**src/design/adc_host_pkg.sv**
```systemverilog
// Purpose: shared constants and types of the converter host controller
// Assumes: 125 MHz system clock, 32-bit register bus
// Notes:   serial frame timing counts derive from the times below
package adc_host_pkg;

  localparam int CLK_PERIOD_NS   = 8;
  localparam int SER_PERIOD_NS   = 64;
  localparam int HALF_CYCLES     = SER_PERIOD_NS / 2 / CLK_PERIOD_NS;
  localparam int GAP_NS          = 64;
  localparam int GAP_CYCLES      = GAP_NS / CLK_PERIOD_NS;

  localparam int WORD_W          = 14;
  localparam int INSTR_W         = 16;
  localparam int BYTE_W          = 8;
  localparam logic [5:0] INSTR_BITS = 6'h10;

  ////////////////////////////////////////////////////////////////////////////
  // register offsets
  localparam logic [7:0] CTRL_OFS    = 8'h00;
  localparam logic [7:0] CMD_OFS     = 8'h04;
  localparam logic [7:0] TXDATA_OFS  = 8'h08;
  localparam logic [7:0] RXDATA_OFS  = 8'h0C;
  localparam logic [7:0] STATUS_OFS  = 8'h10;
  localparam logic [7:0] SAMPLE_OFS  = 8'h14;

  // control register fields
  localparam int CTRL_START       = 0;
  localparam int CTRL_STRAP_MODE  = 1;
  localparam int CTRL_STRAP_FMT   = 2;
  localparam int CTRL_STRAP_STAB  = 3;
  localparam int CTRL_LSB_FIRST   = 4;
  localparam int CTRL_STALL       = 5;
  localparam int CTRL_CAP_INVERT  = 6;
  localparam int CTRL_OUT_DISABLE = 7;
  localparam logic [7:0] CTRL_RESET = 8'h0A;

  // command register fields
  localparam int CMD_ADDR_LSB  = 0;
  localparam int CMD_LEN_LSB   = 13;
  localparam int CMD_READ      = 15;
  localparam int CMD_COUNT_LSB = 16;
  localparam logic [17:0] CMD_RESET = 18'h00000;
  localparam logic [1:0]  LEN_STREAM = 2'h3;

  // status register fields
  localparam int STAT_BUSY = 0;
  localparam int STAT_DONE = 1;

  typedef enum logic [4:0] {
    SER_IDLE   = 5'b00001,
    SER_SETUP  = 5'b00010,
    SER_SHIFT  = 5'b00100,
    SER_GAP    = 5'b01000,
    SER_FINISH = 5'b10000
  } serState_t;

endpackage

```
**src/design/capture_if.sv**
```systemverilog
// Purpose: carries sample pins, capture control and captured sample
// Assumes: one system clock on both ends
// Notes:   pins arrive raw; the capture end synchronises them
`timescale 1ns/10ps
interface capture_if;
  logic        captureClock;
  logic [13:0] sampleWord;
  logic        rangeFlag;
  logic        invertEdge;
  logic [13:0] heldWord;
  logic        heldFlag;
  logic        underRange;
  logic        overRange;
  logic [15:0] sampleCount;

  modport host (output captureClock, sampleWord, rangeFlag, invertEdge,
                input  heldWord, heldFlag, underRange, overRange, sampleCount);
  modport cap  (input  captureClock, sampleWord, rangeFlag, invertEdge,
                output heldWord, heldFlag, underRange, overRange, sampleCount);
endinterface

```
**src/design/sample_capture.sv**
```systemverilog
// Purpose: receives converter output words on the capture clock edge
// Assumes: capture clock well below half the system clock rate
// Notes:   all pins pass two flip-flops before use
`timescale 1ns/10ps
module sample_capture
  import adc_host_pkg::*;
(
  input wire logic clk,
  input wire logic reset,
  capture_if.cap   cap
);

  typedef struct packed {
    logic [1:0]  clkSync;
    logic        clkPrev;
    logic [13:0] wordMeta;
    logic [13:0] wordSync;
    logic        flagMeta;
    logic        flagSync;
    logic [13:0] word;
    logic        flag;
    logic        under;
    logic        over;
    logic [15:0] count;
  } capState_t;

  capState_t state;
  capState_t next_state;
  logic      activeEdge;

  always_comb begin
    next_state = state;
    next_state.clkSync  = {state.clkSync[0], cap.captureClock};
    next_state.clkPrev  = state.clkSync[1];
    next_state.wordMeta = cap.sampleWord;
    next_state.wordSync = state.wordMeta;
    next_state.flagMeta = cap.rangeFlag;
    next_state.flagSync = state.flagMeta;
    // polarity follows the capture inversion bit of the host control register
    activeEdge = cap.invertEdge ? (state.clkPrev & ~state.clkSync[1])
                                : (~state.clkPrev & state.clkSync[1]);
    if (activeEdge) begin
      next_state.word  = state.wordSync;
      next_state.flag  = state.flagSync;
      next_state.under = state.flagSync & ~state.wordSync[WORD_W-1];
      next_state.over  = state.flagSync & state.wordSync[WORD_W-1];
      next_state.count = state.count + 16'h0001;
    end
  end

  always_ff @(posedge clk or posedge reset) begin
    if (reset) begin
      state <= '0;
    end else begin
      state <= next_state;
    end
  end

  assign cap.heldWord    = state.word;
  assign cap.heldFlag    = state.flag;
  assign cap.underRange  = state.under;
  assign cap.overRange   = state.over;
  assign cap.sampleCount = state.count;

endmodule

```
**src/design/adc_host_ctrl.sv**
```systemverilog
// Purpose: host for a 14-bit converter: serial configuration master,
//          pin-strap driver and output word capture, run from APB
// Assumes: device samples serial data on the rising serial clock edge
// Notes:   zero-wait APB slave; one serial frame in flight at a time
//
// Function
// - flag with top bit gives under or over
// - capture data on active capture clock edge
// - frame starts select low then rising clock
// - data stable around rising serial clock edge
// - select may stay low for streaming
// - select may rise between bytes to stall
// - frame opens with 16-bit instruction
// - data phases are whole bytes only
// - host releases data pin for read data
// - select held high when port unused
//
// Design decisions made here: the register offsets and the APB interface to the registers.
`timescale 1ns/10ps
module adc_host_ctrl
  import adc_host_pkg::*;
(
  input  wire logic        clk,
  input  wire logic        reset,
  input  wire logic        psel,
  input  wire logic        penable,
  input  wire logic        pwrite,
  input  wire logic [7:0]  paddr,
  input  wire logic [31:0] pwdata,
  output logic      [31:0] prdata,
  output logic             pready,
  output logic             pslverr,
  output logic             serialClockFormatPin,
  input  wire logic        serialIoStabilizerPinIn,
  output logic             serialIoStabilizerPinOut,
  output logic             serialIoStabilizerPinEnN,
  output logic             portSelectLow,
  output logic             outputDriveDisableN,
  input  wire logic        dataCaptureClock,
  input  wire logic [13:0] sampleWord,
  input  wire logic        rangeFlag
);

  ////////////////////////////////////////////////////////////////////////////
  // state

  typedef struct packed {
    logic [7:0]  ctrl;
    logic [17:0] cmd;
    logic [31:0] tx;
    logic [31:0] rx;
    logic        done;
    serState_t   ser;
    logic [3:0]  phase;
    logic [5:0]  pos;
    logic [5:0]  lastPos;
    logic [1:0]  ioSync;
    logic        sclk;
    logic        sdo;
    logic        sdoEnN;
    logic        selLow;
    logic [31:0] rdata;
    logic        err;
  } hostState_t;

  hostState_t state;
  hostState_t next_state;

  capture_if capBus ();

  ////////////////////////////////////////////////////////////////////////////
  // helpers

  // bit index of frame position inside its own field (instruction or data)
  function automatic logic [4:0] fieldIndex(input logic [5:0] pos,
                                            input logic       lsb);
    logic [5:0] d;
    d = pos - INSTR_BITS;
    if (pos < INSTR_BITS) begin
      fieldIndex = lsb ? {1'b0, pos[3:0]} : {1'b0, 4'hF - pos[3:0]};
    end else begin
      fieldIndex = lsb ? d[4:0] : {d[4:3], 3'h7 - d[2:0]};
    end
  endfunction

  function automatic logic frameBit(input logic [15:0] instr,
                                    input logic [31:0] data,
                                    input logic [5:0]  pos,
                                    input logic        lsb);
    logic [4:0] idx;
    idx = fieldIndex(pos, lsb);
    if (pos < INSTR_BITS) begin
      frameBit = instr[idx[3:0]];
    end else begin
      frameBit = data[idx];
    end
  endfunction

  function automatic logic [5:0] frameLast(input logic [17:0] cmd);
    logic [2:0] bytes;
    // length code three streams the programmed count plus one bytes
    if (cmd[CMD_LEN_LSB+:2] == LEN_STREAM) begin
      bytes = {1'b0, cmd[CMD_COUNT_LSB+:2]} + 3'h1;
    end else begin
      bytes = {1'b0, cmd[CMD_LEN_LSB+:2]} + 3'h1;
    end
    frameLast = INSTR_BITS + {bytes, 3'h0} - 6'h01;
  endfunction

  ////////////////////////////////////////////////////////////////////////////
  // main process

  logic [15:0] instr;
  logic        lsbFirst;
  logic        isRead;
  logic        apbWrite;
  logic        apbSetup;
  logic        byteEnd;

  always_comb begin
    next_state = state;
    // read flag leads, then length pair, then address
    instr    = {state.cmd[CMD_READ], state.cmd[CMD_LEN_LSB+:2],
                state.cmd[CMD_ADDR_LSB+:13]};
    lsbFirst = state.ctrl[CTRL_LSB_FIRST];
    isRead   = state.cmd[CMD_READ];
    apbWrite = psel & penable & pwrite;
    apbSetup = psel & ~penable;
    byteEnd  = (state.pos >= INSTR_BITS - 6'h01) && (state.pos[2:0] == 3'h7);

    next_state.ioSync = {state.ioSync[0], serialIoStabilizerPinIn};
    next_state.ctrl[CTRL_START] = 1'b0;

    // register writes take effect in the access phase
    if (apbWrite) begin
      unique case (paddr)
        CTRL_OFS:   next_state.ctrl = pwdata[7:0];
        CMD_OFS:    next_state.cmd  = state.ser == SER_IDLE ? pwdata[17:0] : state.cmd;
        TXDATA_OFS: next_state.tx   = state.ser == SER_IDLE ? pwdata : state.tx;
        STATUS_OFS: next_state.done = state.done & ~pwdata[STAT_DONE];
        default: begin
        end
      endcase
    end

    unique case (state.ser)
      SER_IDLE: begin
        next_state.phase = 4'h0;
        next_state.pos   = 6'h00;
        next_state.selLow = 1'b0;
        // unused port: select high, shared pins carry strap levels
        if (state.ctrl[CTRL_STRAP_MODE]) begin
          next_state.sclk   = state.ctrl[CTRL_STRAP_FMT];
          next_state.sdo    = state.ctrl[CTRL_STRAP_STAB];
          next_state.sdoEnN = 1'b0;
        end else begin
          next_state.sclk   = 1'b0;
          next_state.sdoEnN = 1'b1;
        end
        // start is ignored while strapping, busy frames never get here
        if (state.ctrl[CTRL_START] && !state.ctrl[CTRL_STRAP_MODE]) begin
          next_state.ser     = SER_SETUP;
          next_state.lastPos = frameLast(state.cmd);
          next_state.rx      = '0;
          next_state.sclk    = 1'b0;
          next_state.selLow  = 1'b1;
          next_state.sdo     = frameBit(instr, state.tx, 6'h00, lsbFirst);
          next_state.sdoEnN  = 1'b0;
        end
      end

      SER_SETUP: begin
        // select low with clock low for a full period before first rise
        next_state.phase = state.phase + 4'h1;
        if (state.phase == 4'(HALF_CYCLES - 1)) begin
          next_state.ser   = SER_SHIFT;
          next_state.phase = 4'h0;
        end
      end

      SER_SHIFT: begin
        next_state.phase = state.phase + 4'h1;
        // clock high in second half of each bit, data set while low
        if (state.phase == 4'(HALF_CYCLES - 1)) begin
          next_state.sclk = 1'b1;
        end
        if (state.phase == 4'(2 * HALF_CYCLES - 1)) begin
          next_state.phase = 4'h0;
          next_state.sclk  = 1'b0;
          // synced pin lags two cycles, still inside the high phase
          if (isRead && state.pos >= INSTR_BITS) begin
            next_state.rx[fieldIndex(state.pos, lsbFirst)] = state.ioSync[1];
          end
          if (state.pos == state.lastPos) begin
            next_state.ser = SER_FINISH;
          end else begin
            next_state.pos = state.pos + 6'h01;
            next_state.sdo = frameBit(instr, state.tx, state.pos + 6'h01, lsbFirst);
            // release the pin once the instruction is out on a read
            next_state.sdoEnN = isRead && (state.pos + 6'h01 >= INSTR_BITS);
            // optional stall: select rises only at a byte boundary
            if (state.ctrl[CTRL_STALL] && byteEnd) begin
              next_state.ser    = SER_GAP;
              next_state.selLow = 1'b0;
            end
          end
        end
      end

      SER_GAP: begin
        next_state.phase = state.phase + 4'h1;
        if (state.phase == 4'(GAP_CYCLES - 1)) begin
          next_state.ser    = SER_SETUP;
          next_state.phase  = 4'h0;
          next_state.selLow = 1'b1;
        end
      end

      SER_FINISH: begin
        // hold select low a full period after the last rising edge
        next_state.phase = state.phase + 4'h1;
        if (state.phase == 4'(HALF_CYCLES - 1)) begin
          next_state.ser    = SER_IDLE;
          next_state.selLow = 1'b0;
          next_state.sdoEnN = 1'b1;
          next_state.done   = 1'b1;
        end
      end
    endcase

    // read data registered in the setup phase, ready in the access phase
    if (apbSetup) begin
      next_state.err = 1'b0;
      unique case (paddr)
        CTRL_OFS:   next_state.rdata = {24'h000000, state.ctrl};
        CMD_OFS:    next_state.rdata = {14'h0000, state.cmd};
        TXDATA_OFS: next_state.rdata = state.tx;
        RXDATA_OFS: next_state.rdata = state.rx;
        STATUS_OFS: next_state.rdata = {30'h00000000, state.done, state.ser != SER_IDLE};
        SAMPLE_OFS: next_state.rdata = {2'h0, capBus.sampleCount[12:0], capBus.overRange,
                                        capBus.underRange, capBus.heldFlag,
                                        capBus.heldWord};
        default: begin
          next_state.rdata = 32'h00000000;
          next_state.err   = 1'b1;
        end
      endcase
    end
  end

  always_ff @(posedge clk or posedge reset) begin
    if (reset) begin
      state        <= '0;
      state.ctrl   <= CTRL_RESET;
      state.cmd    <= CMD_RESET;
      state.ser    <= SER_IDLE;
      state.sdoEnN <= 1'b1;
    end else begin
      state <= next_state;
    end
  end

  ////////////////////////////////////////////////////////////////////////////
  // capture side

  assign capBus.captureClock = dataCaptureClock;
  assign capBus.sampleWord   = sampleWord;
  assign capBus.rangeFlag    = rangeFlag;
  assign capBus.invertEdge   = state.ctrl[CTRL_CAP_INVERT];

  sample_capture capture (
    .clk   (clk),
    .reset (reset),
    .cap   (capBus)
  );

  ////////////////////////////////////////////////////////////////////////////
  // outputs

  assign prdata                   = state.rdata;
  assign pready                   = 1'b1;
  assign pslverr                  = state.err & psel & penable;
  assign serialClockFormatPin     = state.sclk;
  assign serialIoStabilizerPinOut = state.sdo;
  assign serialIoStabilizerPinEnN = state.sdoEnN;
  assign portSelectLow            = ~state.selLow;
  assign outputDriveDisableN      = state.ctrl[CTRL_OUT_DISABLE];

endmodule

```
**config.mk**
```make
export PLATFORM = sky130hd
export DESIGN_NAME = adc_host_ctrl
export DESIGN_NICKNAME = d
export VERILOG_FILES = /design/src/design/adc_host_pkg.sv /design/src/design/capture_if.sv /design/src/design/sample_capture.sv /design/src/design/adc_host_ctrl.sv
export SDC_FILE = /design/constraint.sdc
export NUM_CORES = 1
export LEC_CHECK = 0
export ABC_AREA = 1
export BUFFER_PORTS_ARGS = -buffer_cell sky130_fd_sc_hd__buf_2
export CAP_MARGIN = 20
export CORE_MARGIN = 2
export CORE_UTILIZATION = 45
export CTS_BUF_LIST = sky130_fd_sc_hd__clkbuf_16
export DETAILED_ROUTE_END_ITERATION = 12
export PLACE_DENSITY = 0.66
export SLEW_MARGIN = 0
export SYNTH_ARGS = -nofsm -noshare
export SYNTH_HDL_FRONTEND = slang
export SYNTH_SLANG_ARGS = --single-unit
```
**constraint.sdc**
```tcl
create_clock -name clk -period 6.5 [get_ports clk]
set_input_delay 0.325 -clock clk [delete_from_list [all_inputs] [get_ports clk]]
set_output_delay 0.325 -clock clk [all_outputs]
set_load 0.005 [all_outputs]
```
==> parameters.txt <==
Parameter                              Value

Status
  Status ... finished, final reports clean

Timing
  Final Hold Viols ... 0
  Worst Max-Slew Pin Slew ... around 0.81 ns
  Slew Limit Fails ... 0
  RSZ-0062 raised after global routing ... no
  Worst slew slack as a fraction of its limit ... a little under half
  Final setup vio count ... 0
  Worst clock skew ... between 0.009 and 0.01 ns
  Post-route clock period utilization ... 44.5%
  Final setup TNS ... 0 ns
  Smallest hold slack ... 0.0542 ns
  Minimum clock period ... 2.89 ns
  Maximum achievable frequency ... 346 MHz

Power
  Sequential share of power ... 47.6%
  Worst vdd ir ... roughly 210 uV
  Leakage ... 5.69 nW
  Switching portion of total power ... a little over a quarter
  PD cells ... between 200 and 300 nW/um^2
  Internal power consumption ... 2.23 mW
  Portion of total power attributed to the clock network ... between 40% and 50%
  Total power consumption of the routed design ... around 3.0 mW
  Fraction of power consumed by combinational cells ... 11.3%
  P_sw ... 0.807 mW

Drt
  Count of routing violations after the opening detailed-route iteration ... around 910
  Via count ... 8557
  Post-route ant nets ... 0
  Remaining routing DRC violations ... 0
  Wire length per cell ... 17.9 um
  Drt first pass iters ... 6
  DRT Wirelength ... 28900 um
  Detailed-route vias per instance ... 5.31

Synth
  Most frequently used flop master after synthesis ... sky130_fd_sc_hd__dfrtp_1
  Number of cells produced by synthesis ... 1240
  Post-Syn Nets ... 1306
  Count of cell types in the netlist ... approximately 50
  Cell area after technology mapping ... 10200 um^2
  Synthesis-stage register bit count ... 212
  EDFF count, synth ... 0
  Mean area per synthesized cell ... about 8.2 um^2
  Fraction of the yosys area taken by sequential cells ... 52.1%
  Number of warnings reported in the yosys synthesis log ... 0
  Async set-or-reset flop fraction in the synthesized netlist ... 100%

Setup path
  Crit path max-delay family ... simple AND/OR/NAND/NOR gates
  Req. time, crit path ... 6.92 ns
  Slowest cell on the critical path ... sky130_fd_sc_hd__nand3b_4
  Worst-path cell chain ... inv_1, nand2_1, nor2_1, nand3_2, nor2_1, nor2_1, nand3_2, nand3b_4, o22ai_1
  Buffers and inverters on the worst path ... 1
  Critical Path Fanout Max ... 33
  Critical Path Max Stage Delay ... 0.63 ns
  Critical path capture point type ... flop
  Arrival @ worst endpoint ... 3.31 ns
  Classification of the worst setup path ... reg2reg
  Dominant cell type by count on the critical path ... sky130_fd_sc_hd__nor2_1
  CP startpoint kind ... flop

Floorplan
  Number of top-level design ports ... 101
  Num rows ... 55
  Width of the chip ... 154 um
  Placeable core region ... 22400 um^2
  Total Die Area ... 23900 um^2
  Initial core utilization ... 45.4%
  Die Ht ... 154 um

Clock tree
  Sinks on the clock net ... 212
  CTS tree ... done
  Worst-skew pair later-pin latency ... about 0.52 ns
  Post-CTS Setup Bufs ... 0
  Library cell used as clock root buffer ... sky130_fd_sc_hd__clkbuf_16
  Post-CTS clock slew at the launch and capture registers of the worst setup and hold paths ... around 0.060 ns
  Clk buf depth ... 3
  H-tree Lvls ... 1
  Number of buffers created by CTS ... 23

Global route
  Number of antenna violations at the first check in global routing ... 0
  Combined global-route utilization of all metal layers ... 24.3%
  Vias in the first global route ... approximately 8200
  Wire length of the first global-routing pass ... around 45000 um
  Overflow after GRT ... 0
  Pin count of the biggest net entering global routing ... 150

Run
  Max-cap violation count ... 0

Layout
  Antenna diodes ... 0
  Fill count ... 2154
  Fraction of final layout cells sized beyond drive strength 1 ... 13.0%
  Area of all placed cells without fillers ... 11600 um^2
  # nets final ... roughly 1400
  Area grow syn2layout ... 13.8%

Place
  Total half-perimeter wirelength after legalization and detailed placement ... 20600 um
  Port bufs ... 99
  DP Area ... about 11000 um^2
  Global placement routability congestion ... 1.01

Hold path
  Type of the most critical hold path ... in2reg
cells by family (layout without fill, tap and decap cells):
kind of cell | count (synthesis) | in the layout | synth area share [%]
AOI/OAI and AO/OA | 247 | 247 | 13.6
xor gates and xnor gates | 20 | 20 | 1.79
adders and majority gates | 4 | 4 | 0.491
buffers and inverters | 258 | 346 | 11.3
DFF | 212 | 212 | 52.1
other | 1 | 1 | 0.0368
and+or+nand+nor | 498 | 498 | 20.7
per-layer routing:
layer / up-vias / wire, um / GRT usage, %
li1: 4126 / - / -
met1: 4043 / 12800 / 35.0
met2: 341 / 12800 / 37.2
met3: 47 / 2490 / 5.13
met4: 0 / 789 / 7.28
met5: - / 0 / 0
stage by stage:
step | std cells | util [%] | setup WS, ns
floorplan | 1240 | - | 0.387
global placement | 1549 | 47.3 | 3.37
detailed placement | 1551 | 47.4 | 3.19
CTS | 1608 | 51.3 | 3.64
global route | 1613 | 51.7 | 3.31
finish | 1613 | 51.7 | 3.61
layout make-up:
class	count	area, um^2	area share (%)
clock buffer	23	576	4.96
multi-input combinational	770	3730	32.2
inverter	180	686	5.91
sequential	212	5310	45.8
clock inverter	17	129	1.11
timing repair buffer	126	805	6.94
tap	285	357	3.08
sequential cells by signal (all words and copies together), names as in the netlist:
register                  flops
capture.cap.heldWord         14
capture.cap.overRange         1
serialIoStabilizerPinEnN      1
lsbFirst                      1
capture.state                16
serialIoStabilizerPinOut      1
prdata                       32
outputDriveDisableN           1
next_state                    1
serialClockFormatPin          1
capture.cap.underRange        1
instr                        16
capture.next_state           17
state                        94
capBus.invertEdge             1
capture.cap.sampleCount      13
capture.cap.heldFlag          1
repair_timing:
item / in CTS / in global routing
hold buffers: 17 / 1
resized for setup: 0 / 0
endpoints found under the hold margin: 17 / 50
worst reg2reg max path, cell delays in order, from the launching register on:
cell and delay [ns]:
sky130_fd_sc_hd__dfstp_2 0.54, sky130_fd_sc_hd__inv_1 0.06, sky130_fd_sc_hd__nand2_1 0.08, sky130_fd_sc_hd__nor2_1 0.06
sky130_fd_sc_hd__nand3_2 0.32, sky130_fd_sc_hd__nor2_1 0.13, sky130_fd_sc_hd__nor2_1 0.15, sky130_fd_sc_hd__nand3_2 0.54
sky130_fd_sc_hd__nand3b_4 0.64, sky130_fd_sc_hd__o22ai_1 0.28
power groups by stage:
stage,Sequential (mW),Combinational [mW],Clock (mW)
after floorplan,1.46,0.237,0
after global placement,1.47,0.327,0
after detailed placement,1.47,0.332,0
after CTS,1.45,0.342,1.27
after global routing,1.46,0.395,1.34
final,1.45,0.345,1.25
cells in the final DEF (no fill, tap or decap), types with 8 or more instances in the layout:
cell	n
sky130_fd_sc_hd__nor2_1	105
sky130_fd_sc_hd__a21oi_1	64
sky130_fd_sc_hd__nand3_1	77
sky130_fd_sc_hd__inv_1	174
sky130_fd_sc_hd__o22ai_1	48
sky130_fd_sc_hd__o21ai_0	93
sky130_fd_sc_hd__dfrtp_1	208
sky130_fd_sc_hd__nand4_1	10
sky130_fd_sc_hd__nor3_1	8
sky130_fd_sc_hd__dlygate4sd3_1	18
sky130_fd_sc_hd__buf_2	100
sky130_fd_sc_hd__nand2_1	276
sky130_fd_sc_hd__xor2_1	14
sky130_fd_sc_hd__clkbuf_16	23
sky130_fd_sc_hd__o21ai_1	14
synth_stat cells, types with 2 or more instances:
cell                          n  area, um^2
sky130_fd_sc_hd__o2111ai_1    6        52.6
sky130_fd_sc_hd__nand4_1     10        62.6
sky130_fd_sc_hd__nand2_4      2        22.5
sky130_fd_sc_hd__nand2_1    276        1040
sky130_fd_sc_hd__buf_2       16        80.1
sky130_fd_sc_hd__buf_1        2        7.51
sky130_fd_sc_hd__dfrtp_1    208        5200
sky130_fd_sc_hd__nand2_2      6        37.5
sky130_fd_sc_hd__o211ai_1     2        15.0
sky130_fd_sc_hd__o221ai_1     3        26.3
sky130_fd_sc_hd__dfstp_2      4         105
sky130_fd_sc_hd__buf_4       34         255
sky130_fd_sc_hd__buf_6        4        45.0
sky130_fd_sc_hd__a21oi_1     64         320
sky130_fd_sc_hd__clkbuf_1    22        82.6
sky130_fd_sc_hd__xor2_1      14         123
sky130_fd_sc_hd__nand3_1     77         385
sky130_fd_sc_hd__o21ai_1     14        70.1
sky130_fd_sc_hd__a22o_1       3        26.3
sky130_fd_sc_hd__o21ai_0     93         465
sky130_fd_sc_hd__inv_1      172         646
sky130_fd_sc_hd__a31oi_1      2        12.5
sky130_fd_sc_hd__a211oi_1     2        15.0
sky130_fd_sc_hd__xnor2_1      5        43.8
sky130_fd_sc_hd__a221oi_1     3        26.3
sky130_fd_sc_hd__nor3_1       8        40.0
sky130_fd_sc_hd__o21bai_1     2        15.0
sky130_fd_sc_hd__nor2_1     105         394
sky130_fd_sc_hd__nor4_1       2        12.5
sky130_fd_sc_hd__inv_2        7        26.3
sky130_fd_sc_hd__o22ai_1     48         300
sky130_fd_sc_hd__nor2_2       3        18.8
sky130_fd_sc_hd__ha_1         4        50.1
sky130_fd_sc_hd__nand3_2      2        20.0
path summary, 6_finish.rpt:
kind	depth (start not counted)	slack, ns	to	start
max	9	3.61	state[68]	state[55]
min	3	0.05	state[101]	pwdata[8]
max reg2reg	9	3.61	state[68]	state[55]
min reg2reg	0	0.34	capture.state[42]	capture.next_state[42]
max in group asynchronous	4	5.02	instr[15]	reset
min in group asynchronous	3	0.35	capture.next_state[39]	reset
Note: power is estimated with default switching activity, not from simulation.
